### config.mk
export PLATFORM = sky130hd
export DESIGN_NAME = aot_trim_bank
export DESIGN_NICKNAME = d
export VERILOG_FILES = /design/src/rtl/aot_pkg.sv /design/src/rtl/aot_trim_store.sv /design/src/rtl/aot_trim_bank.sv
export SDC_FILE = /design/constraint.sdc
export NUM_CORES = 1
export LEC_CHECK = 0
export BUFFER_PORTS_ARGS = -buffer_cell sky130_fd_sc_hd__buf_2
export CORE_UTILIZATION = 55
export CTS_CLUSTER_DIAMETER = 80
export CTS_CLUSTER_SIZE = 16
export DETAILED_ROUTE_END_ITERATION = 12
export GPL_TIMING_DRIVEN = 0
export PLACE_DENSITY = 0.84
export SLEW_MARGIN = 10
export SYNTH_ARGS = -nofsm -noshare
export SYNTH_HDL_FRONTEND = slang
export SYNTH_SLANG_ARGS = --single-unit
### constraint.sdc
create_clock -name mclk_i -period 6.3 [get_ports mclk_i]
set_input_delay 1.89 -clock mclk_i [delete_from_list [all_inputs] [get_ports mclk_i]]
set_output_delay 1.89 -clock mclk_i [all_outputs]
set_load 0.02 [all_outputs]
### src/rtl/aot_pkg.sv
// Constants, types and address decode shared by the offset trim bank
`default_nettype none

package aot_pkg;

    localparam int AW    = 12;
    localparam int DW    = 16;
    localparam int TW    = 12;
    localparam int NTRIM = 6;

    typedef logic [TW-1:0] aot_trim_t;
    typedef logic [2:0]    aot_idx_t;

    localparam logic [AW-1:0] ADDR_CORE0  = 12'h330;
    localparam logic [AW-1:0] ADDR_CORE1  = 12'h332;
    localparam logic [AW-1:0] ADDR_CORE2A = 12'h334;
    localparam logic [AW-1:0] ADDR_CORE2B = 12'h336;
    localparam logic [AW-1:0] ADDR_CORE3C = 12'h338;
    localparam logic [AW-1:0] ADDR_CORE3D = 12'h33A;
    localparam logic [AW-1:0] ADDR_CTRL   = 12'h350;
    localparam logic [AW-1:0] ADDR_STAT   = 12'h352;

    localparam aot_idx_t IDX_CORE0  = 3'h0;
    localparam aot_idx_t IDX_CORE1  = 3'h1;
    localparam aot_idx_t IDX_CORE2A = 3'h2;
    localparam aot_idx_t IDX_CORE2B = 3'h3;
    localparam aot_idx_t IDX_CORE3C = 3'h4;
    localparam aot_idx_t IDX_CORE3D = 3'h5;

    localparam aot_trim_t       TRIM_RST  = 12'h000;
    localparam logic [DW-TW-1:0] RSVD_RD  = 4'h0;
    localparam logic [DW-1:0]   RD_IDLE   = 16'h0000;
    localparam logic [2:0]      CTRL_RST  = 3'h0;

    // Control register bit positions
    localparam int CTL_OFS  = 0;
    localparam int CTL_BG   = 1;
    localparam int CTL_BGOS = 2;
    // Status register bit positions
    localparam int ST_FG    = 0;
    localparam int ST_BUSY  = 1;
    localparam int ST_OK    = 2;
    localparam int ST_VIOL  = 3;

    function automatic logic aot_trim_hit(input logic [AW-1:0] a);
        return (a >= ADDR_CORE0) && (a <= ADDR_CORE3D) && !a[0];
    endfunction

    function automatic aot_idx_t aot_trim_idx(input logic [AW-1:0] a);
        logic [AW-1:0] d;
        d = a - ADDR_CORE0;
        return d[3:1];
    endfunction

endpackage

`default_nettype wire

### src/rtl/aot_trim_store.sv
// Storage for the six offset trim words, written by software or fuse load
`default_nettype none

module aot_trim_store
    import aot_pkg::*;
(
    input  wire logic                       mclk_i,
    input  wire logic                       rst_i,
    input  wire logic                       wr_i,
    input  wire aot_pkg::aot_idx_t          wr_idx_i,
    input  wire aot_pkg::aot_trim_t         wr_data_i,
    input  wire logic                       ld_i,
    input  wire aot_pkg::aot_idx_t          ld_idx_i,
    input  wire aot_pkg::aot_trim_t         ld_data_i,
    output logic [aot_pkg::NTRIM-1:0][aot_pkg::TW-1:0] trim_o
);

    import aot_pkg::*;

    logic [NTRIM-1:0][TW-1:0] trim_q;

    // Software write takes priority over a fuse load of the same word
    always_ff @(posedge mclk_i or posedge rst_i) begin
        if (rst_i) begin
            trim_q <= {NTRIM{TRIM_RST}};
        end else begin
            for (int i = 0; i < NTRIM; i++) begin
                if (wr_i && wr_idx_i == aot_idx_t'(i)) begin
                    trim_q[i] <= wr_data_i;
                end else if (ld_i && ld_idx_i == aot_idx_t'(i)) begin
                    trim_q[i] <= ld_data_i;
                end
            end
        end
    end

    assign trim_o = trim_q;

    chk_fuse_load: assert property (
        @(posedge mclk_i) disable iff (rst_i)
        ld_i && !(wr_i && wr_idx_i == ld_idx_i) && ld_idx_i < aot_idx_t'(NTRIM)
        |=> trim_q[$past(ld_idx_i)] == $past(ld_data_i)
    ) else $error("fuse load did not reach trim word");

endmodule

`default_nettype wire

### src/rtl/aot_trim_bank.sv
// Offset trim register bank with calibration access guard and core outputs
// Function
// - Core 0 trim is the low 12 bits and drives core 0 offset.
// - Every trim field is treated as an unsigned binary number.
// - Background without continuous offset still trims spare cores in foreground.
// - Outside restricted cases trim accesses are taken at once.
// - Trim at 0x332 drives core 1 offset.
// - Core 2 uses 0x334 on pair A, 0x336 on pair B.
// - Core 3 uses 0x338 on pair C, 0x33A on pair D.
// - Trim defaults load from factory fuse storage.
//
// Design decision made here: the address-and-strobe port.
`default_nettype none

module aot_trim_bank
    import aot_pkg::*;
(
    input  wire logic                   mclk_i,
    input  wire logic                   rst_i,
    input  wire logic [aot_pkg::AW-1:0] addr_i,
    input  wire logic [aot_pkg::DW-1:0] wdata_i,
    input  wire logic                   wr_i,
    input  wire logic                   rd_i,
    output logic [aot_pkg::DW-1:0]      rdata_o,
    input  wire logic                   fuse_load_i,
    input  wire aot_pkg::aot_idx_t      fuse_idx_i,
    input  wire aot_pkg::aot_trim_t     fuse_data_i,
    input  wire logic                   fg_cal_done_i,
    input  wire logic                   ofs_cal_busy_i,
    input  wire logic                   pair_b_sel_i,
    input  wire logic                   pair_d_sel_i,
    output aot_pkg::aot_trim_t          core0_trim_o,
    output aot_pkg::aot_trim_t          core1_trim_o,
    output aot_pkg::aot_trim_t          core2_trim_o,
    output aot_pkg::aot_trim_t          core3_trim_o,
    output logic                        cont_ofs_cal_o,
    output logic                        spare_fg_ofs_cal_o,
    output logic                        access_ok_o
);

    import aot_pkg::*;

    // Storage and decode
    logic [NTRIM-1:0][TW-1:0] trim;
    logic                     trim_hit;
    aot_idx_t                 trim_idx;
    logic                     ctrl_hit;
    logic                     stat_hit;
    logic                     trim_wr;
    logic                     trim_acc;

    assign trim_hit = aot_trim_hit(addr_i);
    assign trim_idx = aot_trim_idx(addr_i);
    assign ctrl_hit = (addr_i == ADDR_CTRL);
    assign stat_hit = (addr_i == ADDR_STAT);
    assign trim_wr  = wr_i && trim_hit;
    assign trim_acc = (wr_i || rd_i) && trim_hit;

    // Reserved upper bits are dropped on write
    aot_trim_store u_store (
        .mclk_i    (mclk_i),
        .rst_i     (rst_i),
        .wr_i      (trim_wr),
        .wr_idx_i  (trim_idx),
        .wr_data_i (wdata_i[TW-1:0]),
        .ld_i      (fuse_load_i),
        .ld_idx_i  (fuse_idx_i),
        .ld_data_i (fuse_data_i),
        .trim_o    (trim)
    );

    // Calibration control
    logic [2:0] ctrl_q;
    logic [2:0] ctrl_d;
    logic       ofs_en;
    logic       bg_en;
    logic       bgos_en;

    assign ctrl_d  = (wr_i && ctrl_hit) ? wdata_i[2:0] : ctrl_q;
    assign ofs_en  = ctrl_q[CTL_OFS];
    assign bg_en   = ctrl_q[CTL_BG];
    assign bgos_en = ctrl_q[CTL_BGOS];

    always_ff @(posedge mclk_i or posedge rst_i) begin
        if (rst_i) begin
            ctrl_q <= CTRL_RST;
        end else begin
            ctrl_q <= ctrl_d;
        end
    end

    // Access window for trim registers
    logic full_bg;
    logic fg_wait;
    logic acc_ok;

    assign full_bg = bg_en && bgos_en;
    assign fg_wait = ofs_en && !full_bg && !fg_cal_done_i;
    assign acc_ok  = !ofs_cal_busy_i && !full_bg && !fg_wait;

    // Sticky flag for accesses made outside the window; a new event wins
    logic viol_q;
    logic viol_d;
    logic viol_set;
    logic viol_clr;

    assign viol_set = trim_acc && !acc_ok;
    assign viol_clr = wr_i && stat_hit && wdata_i[ST_VIOL];
    assign viol_d   = viol_set ? 1'b1 : (viol_clr ? 1'b0 : viol_q);

    always_ff @(posedge mclk_i or posedge rst_i) begin
        if (rst_i) begin
            viol_q <= 1'b0;
        end else begin
            viol_q <= viol_d;
        end
    end

    // Calibration mode outputs
    logic cont_d;
    logic spare_d;
    logic cont_q;
    logic spare_q;
    logic ok_q;

    assign cont_d  = ofs_en && full_bg;
    assign spare_d = ofs_en && bg_en;

    always_ff @(posedge mclk_i or posedge rst_i) begin
        if (rst_i) begin
            cont_q  <= 1'b0;
            spare_q <= 1'b0;
            ok_q    <= 1'b0;
        end else begin
            cont_q  <= cont_d;
            spare_q <= spare_d;
            ok_q    <= acc_ok;
        end
    end

    assign cont_ofs_cal_o     = cont_q;
    assign spare_fg_ofs_cal_o = spare_q;
    assign access_ok_o        = ok_q;

    // Per-core trim selection, all unsigned
    aot_trim_t c0_d;
    aot_trim_t c1_d;
    aot_trim_t c2_d;
    aot_trim_t c3_d;
    aot_trim_t c0_q;
    aot_trim_t c1_q;
    aot_trim_t c2_q;
    aot_trim_t c3_q;

    assign c0_d = trim[IDX_CORE0];
    assign c1_d = trim[IDX_CORE1];
    assign c2_d = pair_b_sel_i ? trim[IDX_CORE2B] : trim[IDX_CORE2A];
    assign c3_d = pair_d_sel_i ? trim[IDX_CORE3D] : trim[IDX_CORE3C];

    always_ff @(posedge mclk_i or posedge rst_i) begin
        if (rst_i) begin
            c0_q <= TRIM_RST;
            c1_q <= TRIM_RST;
            c2_q <= TRIM_RST;
            c3_q <= TRIM_RST;
        end else begin
            c0_q <= c0_d;
            c1_q <= c1_d;
            c2_q <= c2_d;
            c3_q <= c3_d;
        end
    end

    assign core0_trim_o = c0_q;
    assign core1_trim_o = c1_q;
    assign core2_trim_o = c2_q;
    assign core3_trim_o = c3_q;

    // Read path: data stand only in the cycle after the strobe
    logic [DW-1:0] stat_word;
    logic [DW-1:0] ctrl_word;
    logic [DW-1:0] trim_word;
    logic [DW-1:0] rd_sel;
    logic [DW-1:0] rdata_d;
    logic [DW-1:0] rdata_q;

    assign stat_word = {12'h000, viol_q, acc_ok, ofs_cal_busy_i, fg_cal_done_i};
    assign ctrl_word = {13'h0, ctrl_q};
    assign trim_word = {RSVD_RD, trim[trim_idx]};
    assign rd_sel    = trim_hit ? trim_word :
                       ctrl_hit ? ctrl_word :
                       stat_hit ? stat_word : RD_IDLE;
    assign rdata_d   = rd_i ? rd_sel : RD_IDLE;

    always_ff @(posedge mclk_i or posedge rst_i) begin
        if (rst_i) begin
            rdata_q <= RD_IDLE;
        end else begin
            rdata_q <= rdata_d;
        end
    end

    assign rdata_o = rdata_q;

    // Checks

    chk_read_idle_zero: assert property (
        @(posedge mclk_i) disable iff (rst_i)
        !rd_i |=> rdata_o == RD_IDLE
    ) else $error("read data not zero outside read reply");

    chk_trim_read_back: assert property (
        @(posedge mclk_i) disable iff (rst_i)
        rd_i && trim_hit
        |=> rdata_o == {RSVD_RD, $past(trim[trim_idx])}
    ) else $error("trim read did not return stored value");

    chk_write_then_read: assert property (
        @(posedge mclk_i) disable iff (rst_i)
        wr_i && trim_hit ##1 rd_i && $past(addr_i) == addr_i
        |=> rdata_o[TW-1:0] == $past(wdata_i[TW-1:0], 2)
    ) else $error("written trim not read back");

    chk_resv_read_zero: assert property (
        @(posedge mclk_i) disable iff (rst_i)
        $past(rd_i) && $past(trim_hit) |-> rdata_o[DW-1:TW] == RSVD_RD
    ) else $error("reserved trim bits read non-zero");

    chk_core0_core1: assert property (
        @(posedge mclk_i) disable iff (rst_i)
        ##1 (core0_trim_o == $past(trim[IDX_CORE0]))
            && (core1_trim_o == $past(trim[IDX_CORE1]))
    ) else $error("core 0 or 1 trim output wrong");

    chk_core2_pair: assert property (
        @(posedge mclk_i) disable iff (rst_i)
        pair_b_sel_i |=> core2_trim_o == $past(trim[IDX_CORE2B])
    ) else $error("core 2 pair B trim not applied");

    chk_core2_pair_a: assert property (
        @(posedge mclk_i) disable iff (rst_i)
        !pair_b_sel_i |=> core2_trim_o == $past(trim[IDX_CORE2A])
    ) else $error("core 2 pair A trim not applied");

    chk_core3_pair: assert property (
        @(posedge mclk_i) disable iff (rst_i)
        ##1 core3_trim_o == ($past(pair_d_sel_i) ? $past(trim[IDX_CORE3D])
                                                 : $past(trim[IDX_CORE3C]))
    ) else $error("core 3 trim selection wrong");

    chk_bg_no_cont: assert property (
        @(posedge mclk_i) disable iff (rst_i)
        ofs_en && bg_en && !bgos_en |=> !cont_ofs_cal_o && spare_fg_ofs_cal_o
    ) else $error("background without continuous offset misbehaves");

    chk_access_open: assert property (
        @(posedge mclk_i) disable iff (rst_i)
        !ofs_cal_busy_i && !(bg_en && bgos_en) && (!ofs_en || fg_cal_done_i)
        |=> access_ok_o
    ) else $error("access window closed without cause");

    chk_access_shut: assert property (
        @(posedge mclk_i) disable iff (rst_i)
        (bg_en && bgos_en) || (ofs_en && !fg_cal_done_i) || ofs_cal_busy_i
        |=> !access_ok_o
    ) else $error("access window open during calibration");

    chk_viol_sticky: assert property (
        @(posedge mclk_i) disable iff (rst_i)
        trim_acc && !acc_ok |=> viol_q [*2]
    ) else $error("restricted access not flagged");

    chk_viol_clear: assert property (
        @(posedge mclk_i) disable iff (rst_i)
        viol_clr && !viol_set |=> !viol_q
    ) else $error("violation flag not cleared by write of one");

    chk_viol_hold: assert property (
        @(posedge mclk_i) disable iff (rst_i)
        !viol_set && !viol_clr |=> viol_q == $past(viol_q)
    ) else $error("violation flag changed without cause");

    chk_stat_read: assert property (
        @(posedge mclk_i) disable iff (rst_i)
        rd_i && stat_hit
        |=> rdata_o[ST_FG] == $past(fg_cal_done_i)
            && rdata_o[ST_BUSY] == $past(ofs_cal_busy_i)
            && rdata_o[ST_VIOL] == $past(viol_q)
    ) else $error("status read does not match live state");

    chk_ctrl_write: assert property (
        @(posedge mclk_i) disable iff (rst_i)
        wr_i && ctrl_hit |=> ctrl_q == $past(wdata_i[2:0])
    ) else $error("control write not stored");

    chk_ctrl_read: assert property (
        @(posedge mclk_i) disable iff (rst_i)
        rd_i && ctrl_hit |=> rdata_o == {13'h0, $past(ctrl_q)}
    ) else $error("control read does not return stored enables");

    chk_cont_off: assert property (
        @(posedge mclk_i) disable iff (rst_i)
        !(ofs_en && bg_en && bgos_en) |=> !cont_ofs_cal_o
    ) else $error("continuous offset cal runs without all enables");

    chk_cont_on: assert property (
        @(posedge mclk_i) disable iff (rst_i)
        ofs_en && bg_en && bgos_en |=> cont_ofs_cal_o
    ) else $error("continuous offset cal not started");

    chk_spare_off: assert property (
        @(posedge mclk_i) disable iff (rst_i)
        !(ofs_en && bg_en) |=> !spare_fg_ofs_cal_o
    ) else $error("spare core trim requested without background cal");

    chk_spare_on: assert property (
        @(posedge mclk_i) disable iff (rst_i)
        ofs_en && bg_en |=> spare_fg_ofs_cal_o
    ) else $error("spare core trim not requested");

    chk_unmapped_read: assert property (
        @(posedge mclk_i) disable iff (rst_i)
        rd_i && !trim_hit && !ctrl_hit && !stat_hit |=> rdata_o == RD_IDLE
    ) else $error("unmapped read returned non-zero");

    chk_trim_write: assert property (
        @(posedge mclk_i) disable iff (rst_i)
        trim_wr |=> trim[$past(trim_idx)] == $past(wdata_i[TW-1:0])
    ) else $error("software write did not reach trim word");

endmodule

`default_nettype wire

==> impl_metrics.env <==
export IMPL_skew_ns=0.00709
export IMPL_cts_hold_buf=0
export IMPL_power_leakage_nw=3.58
export IMPL_fin_util_pct=68.9
export IMPL_place_area_sq_mm=0.00728
export IMPL_drv_cap=0
export IMPL_drt_wl_total_microns=16900
export IMPL_ys_types=43
export IMPL_cts_resized=0
export IMPL_synth_top_cell_area_share_pct=53.4
export IMPL_die_area_sq_mm=0.0123
export IMPL_grt_pass1_vias=4940
export IMPL_synth_area_top_cells="dfrtp_1 (53%), mux2_2 (23%), mux2i_1 (5.1%)"
export IMPL_grt_max_degree=78
export IMPL_r2r_cells=4
export IMPL_cp_max_fo=10
export IMPL_drive_gt1_share_pct=49.5
export IMPL_critPathCaptureType="flop"
export IMPL_io_pins=119
export IMPL_antenna_found_initial=0
export IMPL_post_cts_buffers=0
export IMPL_place_ws_ns=2.19
export IMPL_finalHoldViolations=0
export IMPL_grt_ovfl_total=0
export IMPL_power_density_mw_per_mm2=349
export IMPL_chipHeight_microns=111
export IMPL_cts_buffers=17
export IMPL_dr_pass1_iters=5
export IMPL_area_delta_synth_final_pct=21.2
export IMPL_synth_largest_area_cell="dfrtp_1"
export IMPL_start_kind="input port"
export IMPL_wl_per_cell_microns=22.0
export IMPL_avgSynthCellArea_sq_um=13.6
export IMPL_n_fill_cell=750
export IMPL_rsz0062_at_grt="false"
export IMPL_io_buffers=109
export IMPL_finalCritPeriodShare_pct=59.0
export IMPL_fin_area_sq_mm=0.00790
export IMPL_hp_class="reg -> reg"
export IMPL_fin_tns_setup_ns=0
export IMPL_finalCriticalPeriod_ns=3.72
export IMPL_cts_tree="built"
export IMPL_fp_dieW_microns=111
export IMPL_synth_ff_type="dfrtp_1"
export IMPL_clk_latency_ns=0.42
export IMPL_slew_headroom_pct=38.0
export IMPL_timing_fmax_ghz=0.269
export IMPL_path_class="in -> reg"
export IMPL_slowest_delay_ns=0.63
export IMPL_yosysWarnings=0
export IMPL_finalSetupViolCount=0
export IMPL_first_iter_violations=404
export IMPL_core_sq_mm=0.0115
export IMPL_crit_arrival_ns=4.00
export IMPL_fin_ws_ns=2.58
export IMPL_ir_drop_mv=0.188
export IMPL_nets=663
export IMPL_vias_per_cell=6.00
export IMPL_rows=39
export IMPL_synth_seq_cells=139
export IMPL_start_util_pct=56.8
export IMPL_worst_pin_slew_ns=0.930
export IMPL_hpwlAfterDp_microns=10900
export IMPL_drv_slew=0
export IMPL_synthArstFlopShare_pct=100
export IMPL_seqCellArea_sq_mm=0.00348
export IMPL_path_clk_slew_ns=0.06
export IMPL_cts_path_max_buffers=2
export IMPL_status="complete, no violations"
export IMPL_htree_levels=4
export IMPL_place_gp_congestion=0.910
export IMPL_grt_pass1_wl_microns=27000
export IMPL_layoutNonFillerInstCount=767
export IMPL_grt_usage_pct=29.2
export IMPL_crit_slowest_cell="buf_1"
export IMPL_cts_root_buf="clkbuf_16"
export IMPL_diodes=0
export IMPL_vias=4603
export IMPL_antenna_left=0
export IMPL_syn_inst=479
export IMPL_worstPathCellList="buf_2 > buf_1 > clkbuf_1 > mux4_2 > a22oi_1 > nor2_1"
export IMPL_critical_path_required_ns=6.58
export IMPL_whs_path_depth=0
export IMPL_route_detailed_drc=0
export IMPL_multiInputGateArea_sq_mm=0.00287
export IMPL_synth_edf_count=0
export IMPL_ys_seq_area_share_pct=53.4
export IMPL_dp_cells=735
export IMPL_cts_sinks=139
export IMPL_syn_area_sq_mm=0.00652
## worst max-delay path: cells and delay by family
kind                   cells  cell delay [ns]
AND/OR/NAND/NOR            1             0.07
AO/OA/AOI/OAI              1             0.24
buffers and inverters      3             1.38
multiplexers               1             0.42
## layout make-up
class | instances | share of cell area, %
Multi-Input combinational cell | 310 | 36.3
Timing Repair Buffer | 110 | 7.26
Buffer | 30 | 2.19
Clock buffer | 22 | 6.00
Tap cell | 143 | 2.27
Sequential cell | 139 | 44.0
Inverter | 3 | 0.206
Clock inverter | 10 | 1.76
## metal layers
metal / up-vias / part of all wire [%] / track usage, %
met3: 53 / 5.7 / 7.71
li1: 2034 / - / -
met2: 197 / 51 / 49.4
met5: - / 0 / 0
met4: 0 / 3.7 / 12.5
met1: 2319 / 40 / 35.3
## layout by cell type (no fill, tap or decap), types with 2 or more instances in the layout
cell type,instances
dfrtp_1,139
mux2_2,135
buf_2,112
mux2i_1,33
nor3_1,27
a21oi_1,25
clkbuf_16,17
clkbuf_1,15
nor2_1,11
a22oi_1,11
mux4_2,9
buf_4,7
nand2_1,6
a21boi_0,5
buf_6,4
nand4_1,4
o21ai_0,4
nor2b_1,4
conb_1,4
clkinvlp_4,4
nand2b_1,3
buf_1,3
nand3_1,3
clkbuf_8,3
bufinv_16,3
nand4b_1,2
or2_2,2
and2_1,2
inv_6,2
nand2b_4,2
nor4bb_1,2
o31ai_1,2
clkinv_2,2
## metrics by stage
stage,hold slack (ns),power (W)
2_1_floorplan,0.366,0.00154
3_3_place_gp,0.378,0.00170
3_5_place_dp,0.378,0.00173
4_1_cts,0.395,0.00276
5_1_grt,0.412,0.00286
6_report,0.395,0.00276
## final timing paths
kind	startpoint	endpoint	slack (ns)
worst max-delay path	addr_i[2]	rdata_o[6]$_DFF_PP0_	2.58
worst min-delay path	u_store.trim_o[5]$_DFFE_PP0P_	core0_trim_o[5]$_DFF_PP0_	0.39
worst max register to register	u_store.trim_o[51]$_DFFE_PP0P_	rdata_o[3]$_DFF_PP0_	4.80
worst min register to register	u_store.trim_o[5]$_DFFE_PP0P_	core0_trim_o[5]$_DFF_PP0_	0.39
max in group asynchronous	rst_i	core0_trim_o[7]$_DFF_PP0_	3.98
min in group asynchronous	rst_i	u_store.trim_o[22]$_DFFE_PP0P_	1.55
## flip-flops by register name (all words and copies together) (netlist names)
register / cells
ctrl_q: 3
core2_trim_o: 12
u_store.trim_o: 72
cont_ofs_cal_o: 1
viol_q: 1
core0_trim_o: 12
spare_fg_ofs_cal_o: 1
core3_trim_o: 12
core1_trim_o: 12
access_ok_o: 1
rdata_o: 12
## cells by family (layout without fill, tap and decap cells)
kind of cell | Yosys count | after routing | synth area share (%)
AO/OA/AOI/OAI | 48 | 48 | 4.40
buffers and inverters | 33 | 175 | 2.82
flip-flops | 139 | 139 | 53.4
multiplexers | 177 | 177 | 31.5
other | 1 | 4 | 0.0575
AND/OR/NAND/NOR | 81 | 81 | 7.83
## synthesized netlist by cell type (3+ instances only)
| cell type | instances |
|---|---|
| a21boi_0 | 5 |
| a21oi_1 | 25 |
| a22oi_1 | 11 |
| buf_1 | 3 |
| buf_2 | 3 |
| buf_4 | 7 |
| buf_6 | 4 |
| clkbuf_1 | 13 |
| dfrtp_1 | 139 |
| mux2_2 | 135 |
| mux2i_1 | 33 |
| mux4_2 | 9 |
| nand2_1 | 6 |
| nand2b_1 | 3 |
| nand3_1 | 3 |
| nand4_1 | 4 |
| nor2_1 | 11 |
| nor2b_1 | 4 |
| nor3_1 | 27 |
| o21ai_0 | 4 |
## report_power, final
group          switching (W)  leakage [nW]  internal [W]
clock network       0.000372         0.289      0.000653
logic               0.000286          1.59      0.000274
registers           0.000103          1.70       0.00107
Power figures use the tool's default switching activity.
